$ cat config.mk
export PLATFORM = sky130hd
export DESIGN_NAME = ics_top
export DESIGN_NICKNAME = d
export VERILOG_FILES = /design/src/verilog/ics_top.v
export VERILOG_INCLUDE_DIRS = /design/src /design/src/verilog
export SDC_FILE = /design/constraint.sdc
export NUM_CORES = 1
export LEC_CHECK = 0
export ABC_AREA = 1
export BUFFER_PORTS_ARGS = -buffer_cell sky130_fd_sc_hd__buf_2
export CAP_MARGIN = 10
export CORE_MARGIN = 5
export CORE_UTILIZATION = 30
export CTS_CLUSTER_SIZE = 40
export DETAILED_ROUTE_END_ITERATION = 16
export GPL_TIMING_DRIVEN = 1
export PLACE_DENSITY_LB_ADDON = 0.15
export SKIP_CTS_REPAIR_TIMING = 1
export SYNTH_ARGS = -nofsm -noshare
export SYNTH_HDL_FRONTEND = slang
export SYNTH_SLANG_ARGS = --single-unit
$ cat constraint.sdc
create_clock -name ref_clk_i -period 6.6 [get_ports ref_clk_i]
set_clock_uncertainty 0.05 [all_clocks]
set_input_delay 1.32 -clock ref_clk_i [delete_from_list [all_inputs] [get_ports ref_clk_i]]
set_output_delay 1.32 -clock ref_clk_i [all_outputs]
set_load 0.02 [all_outputs]
$ cat src/verilog/ics_defs.vh
/*
  Constants of the internal clock select block: register map, fields, reset values, timing.
  Assumes inclusion by bare name from the design file; definitions only.
*/
`ifndef ICS_DEFS_VH
`define ICS_DEFS_VH

// register byte offsets on the axi4-lite slave
`define ICS_OFF_CTRL 4'h0
`define ICS_OFF_TRIM 4'h4
`define ICS_OFF_IRQ_STAT 4'h8
`define ICS_OFF_IRQ_MASK 4'hC

// control register fields
`define ICS_DIV_HI 5
`define ICS_DIV_LO 4
`define ICS_COARSE_BIT 3
`define ICS_FINE_BIT 2
`define ICS_DIV_RESET 2'h2
`define ICS_TRIM_RESET 6'h00

// clock source modes from the one-time source select bits
`define ICS_MODE_EXT_OUT 2'h0
`define ICS_MODE_EXT_IO 2'h1
`define ICS_MODE_INT_OUT 2'h2
`define ICS_MODE_INT_IO 2'h3

// axi responses
`define ICS_RESP_OKAY 2'h0
`define ICS_RESP_SLVERR 2'h2

// ref clock 250 mhz; base half periods for 16 mhz-ish and 500 khz
`define ICS_REF_HZ 250000000
`define ICS_HI_HZ 16000000
`define ICS_LO_HZ 500000
`define ICS_HI_HALF (`ICS_REF_HZ / (2 * `ICS_HI_HZ))
`define ICS_LO_HALF (`ICS_REF_HZ / (2 * `ICS_LO_HZ))

// trim settling: accuracy error units, coarse 2 percent, fine 0.5 percent
`define ICS_ERR_COARSE 16'd200
`define ICS_ERR_FINE 16'd50
`define ICS_ERR_START 16'd1000
`define ICS_SETTLE_STEP_CYC 64

`endif

$ cat src/verilog/ics_top.v
/*
  Internal clock select: mode decode, base rate choice, glitch-free postscaler,
  quarter-rate clock output, trim register and accuracy flags, axi4-lite slave, interrupt.
  Assumes a free-running 250 mhz ref_clk_i, straps stable before reset release,
  and an outside master keeping axi4-lite rules.
*/
// The AXI4-Lite register port and the register addresses were left to the implementer.
`include "ics_defs.vh"
`default_nettype none

// Behaviour
// - four modes from one-time source select bits
// - eight frequencies from 500 kHz reference
// - postscaler divides base by 1,2,4,8
// - strap picks 16 MHz or 500 kHz base
// - high base codes: 16,8,4,2 MHz
// - low base codes: 500,250,125,62.5 kHz
// - divider select resets to binary 10
// - new divider takes effect without delay; here the mux waits until old and new clocks are both low
// - internal mode output: clock over four
// - internal io mode: both pins released
// - coarse flag set within 2 percent
// - fine flag set within 0.5 percent
// - six-bit signed trim, reset zero
// - trim moves gradually, no done flag
// - control layout: div 5:4, flags 3,2
// - trim adjusts both internal sources
// - trim monotonic: 011111 max, 100000 min
module ics_top #(
  parameter HI_HALF = `ICS_HI_HALF,
  parameter LO_HALF = `ICS_LO_HALF,
  parameter SETTLE_STEP = `ICS_SETTLE_STEP_CYC
) (
  // clock and reset
  input wire ref_clk_i,
  input wire reset_n_i,
  // one-time configuration straps
  input wire [1:0] source_select_i,
  input wire base_rate_select_i,
  // external clock pin, sampled
  input wire clock_input_pin_i,
  // clock outputs
  output reg sys_clk_o,
  output reg clock_output_pin_o,
  output reg clock_output_oe_o,
  output reg clock_input_is_io_o,
  output reg [5:0] trim_value_o,
  // axi4-lite write
  input wire [3:0] s_axi_awaddr,
  input wire s_axi_awvalid,
  output reg s_axi_awready,
  input wire [31:0] s_axi_wdata,
  input wire [3:0] s_axi_wstrb,
  input wire s_axi_wvalid,
  output reg s_axi_wready,
  output reg [1:0] s_axi_bresp,
  output reg s_axi_bvalid,
  input wire s_axi_bready,
  // axi4-lite read
  input wire [3:0] s_axi_araddr,
  input wire s_axi_arvalid,
  output reg s_axi_arready,
  output reg [31:0] s_axi_rdata,
  output reg [1:0] s_axi_rresp,
  output reg s_axi_rvalid,
  input wire s_axi_rready,
  // interrupt
  output reg irq_o
);

  // straps captured after reset release, never under the async reset
  reg strap_done_ff;
  reg [1:0] mode_ff;
  reg base_hi_ff;
  reg [1:0] strap_mode_meta_ff;
  reg [1:0] strap_mode_sync_ff;
  reg strap_base_meta_ff;
  reg strap_base_sync_ff;
  reg ext_meta_ff;
  reg ext_sync_ff;
  reg [1:0] divider_select_ff;
  reg [1:0] active_div_ff;
  reg [5:0] trim_ff;
  reg [8:0] base_cnt_ff;
  reg base_clk_ff;
  reg [2:0] post_ff;
  reg [1:0] quarter_ff;
  reg sys_prev_ff;
  reg [15:0] err_ff;
  reg [15:0] target_err_ff;
  reg [7:0] settle_ff;
  reg coarse_prev_ff;
  reg fine_prev_ff;
  reg [2:0] irq_stat_ff;
  reg [2:0] irq_mask_ff;
  reg aw_got_ff;
  reg w_got_ff;
  reg [3:0] aw_addr_ff;
  reg [31:0] w_data_ff;
  reg [3:0] w_strb_ff;

  wire is_internal = mode_ff[1];
  wire coarse_flag = (err_ff <= `ICS_ERR_COARSE);
  wire fine_flag = (err_ff <= `ICS_ERR_FINE);
  wire [7:0] ctrl_rd = {2'h0, divider_select_ff, coarse_flag, fine_flag, 2'h0};

  // trim shifts the half period of whichever base runs; positive trim shortens it
  wire signed [8:0] hi_half_s = HI_HALF[8:0];
  wire signed [8:0] lo_half_s = LO_HALF[8:0];
  wire signed [8:0] trim_s = {{3{trim_ff[5]}}, trim_ff};
  wire signed [8:0] hi_adj = hi_half_s - (trim_s >>> 4);
  wire signed [8:0] lo_adj = lo_half_s - (trim_s >>> 2);
  // nine bits: the slow base at its slowest trim passes 255
  wire [8:0] half_raw = base_hi_ff ? hi_adj : lo_adj;
  wire [8:0] half_lim = (half_raw < 9'h001) ? 9'h001 : half_raw;

  // postscaler taps: code 11 = base, 10 = /2, 01 = /4, 00 = /8
  function tap;
    input [1:0] code;
    input b;
    input [2:0] p;
    begin
      case (code)
        2'h3: tap = b;
        2'h2: tap = p[0];
        2'h1: tap = p[1];
        default: tap = p[2];
      endcase
    end
  endfunction

  wire old_clk = tap(active_div_ff, base_clk_ff, post_ff);
  wire new_clk = tap(divider_select_ff, base_clk_ff, post_ff);
  wire int_clk = old_clk;
  wire sys_next = is_internal ? int_clk : ext_sync_ff;

  // strap pins pass two flops; no reset, so they track the pins while reset is low
  always @(posedge ref_clk_i) begin
    strap_mode_meta_ff <= source_select_i;
    strap_mode_sync_ff <= strap_mode_meta_ff;
    strap_base_meta_ff <= base_rate_select_i;
    strap_base_sync_ff <= strap_base_meta_ff;
  end

  always @(posedge ref_clk_i or negedge reset_n_i) begin
    if (!reset_n_i) begin
      strap_done_ff <= 1'b0;
      mode_ff <= `ICS_MODE_INT_IO;
      base_hi_ff <= 1'b1;
    end else if (!strap_done_ff) begin
      strap_done_ff <= 1'b1;
      mode_ff <= strap_mode_sync_ff;
      base_hi_ff <= strap_base_sync_ff;
    end
  end

  always @(posedge ref_clk_i or negedge reset_n_i) begin
    if (!reset_n_i) begin
      ext_meta_ff <= 1'b0;
      ext_sync_ff <= 1'b0;
    end else begin
      ext_meta_ff <= clock_input_pin_i;
      ext_sync_ff <= ext_meta_ff;
    end
  end

  // base oscillator model and binary postscaler chain, all from one source
  always @(posedge ref_clk_i or negedge reset_n_i) begin
    if (!reset_n_i) begin
      base_cnt_ff <= 9'h000;
      base_clk_ff <= 1'b0;
      post_ff <= 3'h0;
    end else if (base_cnt_ff + 9'h001 >= half_lim) begin
      base_cnt_ff <= 9'h000;
      base_clk_ff <= ~base_clk_ff;
      if (base_clk_ff) begin
        post_ff <= post_ff + 3'h1;
      end
    end else begin
      base_cnt_ff <= base_cnt_ff + 9'h001;
    end
  end

  // mux moves only when old and new clocks are both low: no runt, no start-up wait
  always @(posedge ref_clk_i or negedge reset_n_i) begin
    if (!reset_n_i) begin
      active_div_ff <= `ICS_DIV_RESET;
    end else if (!old_clk && !new_clk) begin
      active_div_ff <= divider_select_ff;
    end
  end

  // outputs and quarter-rate divider
  always @(posedge ref_clk_i or negedge reset_n_i) begin
    if (!reset_n_i) begin
      sys_clk_o <= 1'b0;
      sys_prev_ff <= 1'b0;
      quarter_ff <= 2'h0;
      clock_output_pin_o <= 1'b0;
      clock_output_oe_o <= 1'b0;
      clock_input_is_io_o <= 1'b1;
      trim_value_o <= `ICS_TRIM_RESET;
    end else begin
      sys_clk_o <= sys_next;
      sys_prev_ff <= sys_next;
      if (sys_next && !sys_prev_ff) begin
        quarter_ff <= quarter_ff + 2'h1;
      end
      clock_output_pin_o <= quarter_ff[1];
      // ext io and internal io release the output pin
      clock_output_oe_o <= strap_done_ff && !mode_ff[0];
      clock_input_is_io_o <= is_internal;
      trim_value_o <= trim_ff;
    end
  end

  // accuracy model: error jumps on trim write, then decays step by step
  always @(posedge ref_clk_i or negedge reset_n_i) begin
    if (!reset_n_i) begin
      err_ff <= `ICS_ERR_START;
      settle_ff <= 8'h00;
    end else if (aw_got_ff && w_got_ff && !s_axi_bvalid
                 && aw_addr_ff == `ICS_OFF_TRIM && w_strb_ff[0]) begin
      err_ff <= `ICS_ERR_START;
      settle_ff <= 8'h00;
    end else if (settle_ff + 8'h01 >= SETTLE_STEP[7:0]) begin
      settle_ff <= 8'h00;
      if (err_ff != 16'h0000) begin
        err_ff <= err_ff - 16'h0001;
      end
    end else begin
      settle_ff <= settle_ff + 8'h01;
    end
  end

  // axi4-lite slave; write fires when address and data both held
  wire wr_fire = aw_got_ff && w_got_ff && !s_axi_bvalid;
  wire rd_stat = s_axi_arvalid && s_axi_arready && s_axi_araddr == `ICS_OFF_IRQ_STAT;
  wire [2:0] ev_now = {coarse_flag & ~coarse_prev_ff, fine_flag & ~fine_prev_ff,
                       wr_fire & (aw_addr_ff == `ICS_OFF_TRIM)};

  always @(posedge ref_clk_i or negedge reset_n_i) begin
    if (!reset_n_i) begin
      aw_got_ff <= 1'b0;
      w_got_ff <= 1'b0;
      aw_addr_ff <= 4'h0;
      w_data_ff <= 32'h0000_0000;
      w_strb_ff <= 4'h0;
      s_axi_awready <= 1'b0;
      s_axi_wready <= 1'b0;
      s_axi_bvalid <= 1'b0;
      s_axi_bresp <= `ICS_RESP_OKAY;
      divider_select_ff <= `ICS_DIV_RESET;
      trim_ff <= `ICS_TRIM_RESET;
      irq_mask_ff <= 3'h0;
    end else begin
      s_axi_awready <= !aw_got_ff && !s_axi_awready && s_axi_awvalid;
      s_axi_wready <= !w_got_ff && !s_axi_wready && s_axi_wvalid;
      if (s_axi_awvalid && s_axi_awready) begin
        aw_got_ff <= 1'b1;
        aw_addr_ff <= s_axi_awaddr;
      end
      if (s_axi_wvalid && s_axi_wready) begin
        w_got_ff <= 1'b1;
        w_data_ff <= s_axi_wdata;
        w_strb_ff <= s_axi_wstrb;
      end
      if (wr_fire) begin
        s_axi_bvalid <= 1'b1;
        s_axi_bresp <= `ICS_RESP_OKAY;
        case (aw_addr_ff)
          `ICS_OFF_CTRL: begin
            if (w_strb_ff[0]) begin
              divider_select_ff <= w_data_ff[`ICS_DIV_HI:`ICS_DIV_LO];
            end
          end
          `ICS_OFF_TRIM: begin
            if (w_strb_ff[0]) begin
              trim_ff <= w_data_ff[5:0];
            end
          end
          `ICS_OFF_IRQ_STAT: begin
          end
          `ICS_OFF_IRQ_MASK: begin
            if (w_strb_ff[0]) begin
              irq_mask_ff <= w_data_ff[2:0];
            end
          end
          default: begin
            s_axi_bresp <= `ICS_RESP_SLVERR;
          end
        endcase
      end else if (s_axi_bvalid && s_axi_bready) begin
        s_axi_bvalid <= 1'b0;
        aw_got_ff <= 1'b0;
        w_got_ff <= 1'b0;
      end
    end
  end

  always @(posedge ref_clk_i or negedge reset_n_i) begin
    if (!reset_n_i) begin
      s_axi_arready <= 1'b0;
      s_axi_rvalid <= 1'b0;
      s_axi_rdata <= 32'h0000_0000;
      s_axi_rresp <= `ICS_RESP_OKAY;
    end else begin
      s_axi_arready <= !s_axi_arready && !s_axi_rvalid && s_axi_arvalid;
      if (s_axi_arvalid && s_axi_arready) begin
        s_axi_rvalid <= 1'b1;
        s_axi_rresp <= `ICS_RESP_OKAY;
        case (s_axi_araddr)
          `ICS_OFF_CTRL: s_axi_rdata <= {24'h000000, ctrl_rd};
          `ICS_OFF_TRIM: s_axi_rdata <= {26'h0000000, trim_ff};
          `ICS_OFF_IRQ_STAT: s_axi_rdata <= {29'h00000000, irq_stat_ff};
          `ICS_OFF_IRQ_MASK: s_axi_rdata <= {29'h00000000, irq_mask_ff};
          default: begin
            s_axi_rdata <= 32'h0000_0000;
            s_axi_rresp <= `ICS_RESP_SLVERR;
          end
        endcase
      end else if (s_axi_rvalid && s_axi_rready) begin
        s_axi_rvalid <= 1'b0;
      end
    end
  end

  // sticky events; a new event in the clearing read's cycle survives
  always @(posedge ref_clk_i or negedge reset_n_i) begin
    if (!reset_n_i) begin
      coarse_prev_ff <= 1'b0;
      fine_prev_ff <= 1'b0;
      irq_stat_ff <= 3'h0;
      irq_o <= 1'b0;
    end else begin
      coarse_prev_ff <= coarse_flag;
      fine_prev_ff <= fine_flag;
      irq_stat_ff <= (rd_stat ? 3'h0 : irq_stat_ff) | ev_now;
      irq_o <= |(((rd_stat ? 3'h0 : irq_stat_ff) | ev_now) & irq_mask_ff);
    end
  end

endmodule
`default_nettype wire

Word level (Yosys, flattened, before mapping). Cells that the tools add are included.

Output and inout port bits: 52. Logic and storage cells: 143. Input port bits: 55. Flip-flop bits (word level): 134.

Muxes and demuxes: 25. Order comparisons: 5. Reduce and logical (&&, ||, !) cells: 45. Eq/ne operators: 12. Bitwise gates (word level): 8. $add $sub $neg: 7.

Operators with widths (count): 2-to-1 mux 16 bit (3); 2-to-1 mux 9 bit (3); one-hot mux 6 bit (4 select lines) (1); logical AND 1 bit (19); equality test 4 bit, second input constant (4); <= comparator 16 x 6 -> 1 bit, second input constant (1); <= comparator 16 x 8 -> 1 bit, second input constant (1); 2-to-1 mux 8 bit (2); nonzero test 16 bit (1); subtractor 16 x 1 -> 16 bit, second input constant (1); logical NOT 1 bit (11); 2-to-1 mux 1 bit (11); adder 9 x 1 -> 9 bit, second input constant (1); >= comparator 9 bit (1); < comparator 9 x 1 -> 1 bit, second input constant (1); AND reduction 3 bit (3); subtractor 9 x 4 -> 9 bit, first input constant (1); adder 8 x 1 -> 8 bit, second input constant (1); equality test 2 bit, second input constant (4); equality test 4 x 3 -> 1 bit, second input constant (2); >= comparator 8 x 7 -> 1 bit, second input constant (1); logical NOT 4 bit (2); nonzero test 2 bit (4); OR reduction 4 bit (2); other kinds (13) (21).

Depth between registers and ports, before layout.
Depth after elaboration: 6. Depth in mapped cells: 15.

Worst setup path before layout. Ideal clock, no wire load.

Path type: register to register. Start point: register base_cnt_ff[0]. End point: register post_ff[2]. Data arrival time: 2160 ps. Required time: 6433 ps. Setup slack: 4273 ps. Cell stages (with the launch flop): 15. Clock period less this slack: 2327 ps. Cell sequence: dfrtp_1 ha_1 nand2_1 nor2_1 nand4_1 xor2_1 inv_1 ha_1 nand2_1 inv_1 a21oi_1 nand4_1 buf_2 nand3_1 nand2_1.

Cells in the longest elaborated chain, start to end: 3.

Ends and longest elaborated chain: start, declared (line ics_top.v:84) `reg [8:0] base_cnt_ff;`; start signal, assigned (line ics_top.v:180) `base_cnt_ff <= base_cnt_ff + 9'h001;`; adder 9 x 1 -> 9 bit (line ics_top.v:173) `end else if (base_cnt_ff + 9'h001 >= half_lim) begin`; >= comparator 9 bit (line ics_top.v:173); AND reduction 2 bit (no source line); end signal, assigned (line ics_top.v:177) `post_ff <= post_ff + 3'h1;`; end, declared (line ics_top.v:86) `reg [2:0] post_ff;`.

Every way passes these cells. A chain may end at the register's enable or synchronous reset.

Worst setup path in the final report.
Start point: register base_cnt_ff[0]. End point: register post_ff[1].

The elaborated chain is that of the path after synthesis.

==> impl_metrics.toml <==
[placed_design]
io_buffers = 49
gp_congestion = 0.8651
place_hpwl_mm = 8.260

[floorplan]
die-area_um2 = 20480
die_x_um = 143.1
core_um2 = 17360
initial_utilization = 0.3062
rows = 48
fp.dieH_um = 143.1
io-pin-count = 107

[sta]
worst_pin_slew_ns = 0.6691
final-setup-viol-count = 0
fmax_ghz = 0.3331
setup-tns-final_ns = 0
final_hold_viol_count = 0
fin_crit_sh = 0.4549
drv_slew = 0
rsz0062_at_grt = "false"
max_slew_margin = 0.5540
period_needed_ns = 3.002

[finish]
drive_above_1_share = 0.1267
utilization = 0.3457
insertedDiodeCount = 0
fin_nets = 784
area_growth_pct = 12.88
nFillCells = 1801

[outcome]
status = "finished clean"

[drt]
dr_total_vias = 4061
postRouteWirelength_mm = 11.11
maxUsedRoutingLayer = "met4"
wl_met1_mm = 5.517
ant_nets = 0
drc = 0
dr_wl_met3_um = 747
wire_per_inst_um = 11.79
via_per_inst = 4.306
initialDrtViolationCount = 236
drt_pass1_iterations = 4
wl_met2_mm = 4.669

[worst_hold_path]
min_path_type = "flip-flop to flip-flop"
hp-start = "strap_base_meta_ff"

[worst_setup_path]
crit_path_max_fanout = 14
slowest_delay_ns = 0.54
crit_path_end_kind = "flip-flop"
required_ns = 6.85
crit_top_cell = "nand2_1"
path_cells = "ha_1, nand2_1, nor2_1, nand4_1, xor2_1, inv_1, ha_1, nand2_1, inv_1, a21oi_1, nand4_1, nand2_1, nand2_1, nand2_1"
crit_start = "base_cnt_ff[0]"
cpMaxStageDelayCell = "nand4_1"
worst_ep_arrival_time_ns = 3.25
startpoint_type = "flip-flop"
criticalPathCategory = "flip-flop to flip-flop"
r2r_start = "base_cnt_ff[0]"

[logic_synthesis]
netlist_area_um2 = 5315
netlist_instances = 660
yosysWarnings = 0
synth_area_leader_cell = "dfrtp_1"
syn_avg_cell_area_um2 = 8.053
synth_cell_types = 34
synthTopCellsByArea = "dfrtp_1 41%, nand2_1 15%, dfstp_2 5.9%"
synth_seq_area_share = 0.4962
synth_top_area_share = 0.4143
synth-seq-cells = 106

[clock_network]
root_buffer = "clkbuf_16"
cts.sinks = 106
cts_tree = "built"
clkLatencyLatePin_ns = 0.36
cts_htree_levels = 3
clockBufferDepth = 2
cts_buffers = 9
clk_pin_slew_ns = 0.08

[power_and_ir_drop]
power.density_nw_per_um2 = 401.8
p_leak_uw = 0.003199
ir_drop_mv = 0.1637

[global_route]
grt_max_degree = 55
grt_pass1_vias = 4035
grt_pass1_wl_mm = 19.63
antenna_found_initial = 0
grt_usage = 0.1189
grt_overflow = 0

[flow_run]
cap_violations = 0
-- sequential cells by signal (all words and copies together), names as in the netlist, 2 cells and up --
signal,count
divider_select_ff,2
trim_value_o,6
mode_ff,2
settle_ff,8
w_data_ff,6
irq_stat_ff,3
post_ff,3
trim_ff,6
aw_addr_ff,4
strap_mode_meta_ff,2
irq_mask_ff,3
strap_mode_sync_ff,2
s_axi_rdata,6
base_cnt_ff,9
active_div_ff,2
quarter_ff,2
err_ff,16
-- worst max-delay path, delay by kind of cell, from the launching register on --
kind | cells | cell delay, ns
and+or+nand+nor | 8 | 1.52
adders and majority gates | 2 | 0.49
DFF | 1 | 0.40
xor gates and xnor gates | 1 | 0.20
AOI/OAI and AO/OA | 1 | 0.15
buffers and inverters | 2 | 0.13
-- report_power, final --
group          internal (uW)  switching (uW)
registers                863             176
clock network            275             257
logic                    298             541
-- stage by stage --
stage / hold WS (ns) / setup slack (ns) / instances / instance area, um^2 / total power [uW]
2_1_floorplan: 0.2596 / 4.273 / 689 / 5424 / 1667
3_3_place_gp: 0.2625 / 3.602 / 927 / 5704 / 1874
3_5_place_dp: 0.2651 / 3.587 / 927 / 5704 / 1899
4_1_cts: 0.2839 / 3.581 / 943 / 6000 / 2455
5_1_grt: 0.2915 / 3.273 / 943 / 6000 / 2649
6_report: 0.2821 / 3.598 / 943 / 6000 / 2411
-- synthesized netlist by cell type --
cell type,instances
nor2_2,4
o21bai_1,1
o21ai_0,40
clkbuf_1,4
nand4_1,12
xor2_1,11
a21boi_0,3
nand2_2,2
buf_2,4
or2_2,3
inv_1,77
nand2_1,212
buf_4,28
nor2_4,1
dfstp_2,12
xnor2_1,2
ha_1,16
nand2_4,1
dfxtp_1,6
buf_6,1
conb_1,2
nor2_1,64
nand4_4,1
nand3b_1,5
o211ai_1,1
o31ai_1,1
nand3_4,1
o22ai_1,1
and3_1,2
a21oi_1,7
nor3_1,2
dfrtp_1,88
nand3_1,41
nor3b_1,4
-- kinds of logic after synthesis --
group / share of synthesized area
xor gates and xnor gates: 0.02142
adders and majority gates: 0.03766
and+or+nand+nor: 0.2867
AOI/OAI and AO/OA: 0.05391
DFF: 0.4962
buffers and inverters: 0.1026
other: 0.001413
-- worst paths after layout --
check	to	cells after the start	slack, ns
setup / recovery	post_ff[1]	14	3.60
hold / removal	strap_base_sync_ff	0	0.28
setup reg to reg	post_ff[1]	14	3.60
hold reg to reg	strap_base_sync_ff	0	0.28
max in group asynchronous	s_axi_rvalid	2	4.47
min in group asynchronous	ext_sync_ff	1	0.92
-- metal layers --
metal	vias up	GRT usage
met5	-	0
met4	0	0.04252
met3	10	0.03148
met2	90	0.1780
met1	1846	0.1659
li1	2115	-
-- placed cells by master (no fill, tap or decap), types with 2 or more instances in the layout --
master     synthesis  routed
a21boi_0           3       3
buf_2              4      48
inv_8              0       2
and3_1             2       2
ha_1              16      16
o21ai_0           40      40
dfrtp_1           88      88
nand4_1           12      12
or2_2              3       3
nand2_1          212     212
dfxtp_1            6       6
clkbuf_16          0       9
xor2_1            11      11
buf_4             28       2
nand2_2            2       2
nor3_1             2       2
nand3_1           41      41
nor3b_1            4       4
inv_6              0       2
xnor2_1            2       2
nand3b_1           5       5
nor2_2             4       4
nor2_1            64      64
inv_1             77      77
a21oi_1            7       7
dfstp_2           12      12
conb_1             2      31
-- cell type report --
class	instances	area (um^2)	share of cell area
Tap cell	225	281.5	0.04692
Clock inverter	6	56.30	0.009385
Clock buffer	10	239.0	0.03983
Timing Repair Buffer	50	255.2	0.04254
Sequential cell	106	2638	0.4396
Inverter	77	289.0	0.04818
Multi-Input combinational cell	469	2241	0.3735
Power figures use the tool's default switching activity.
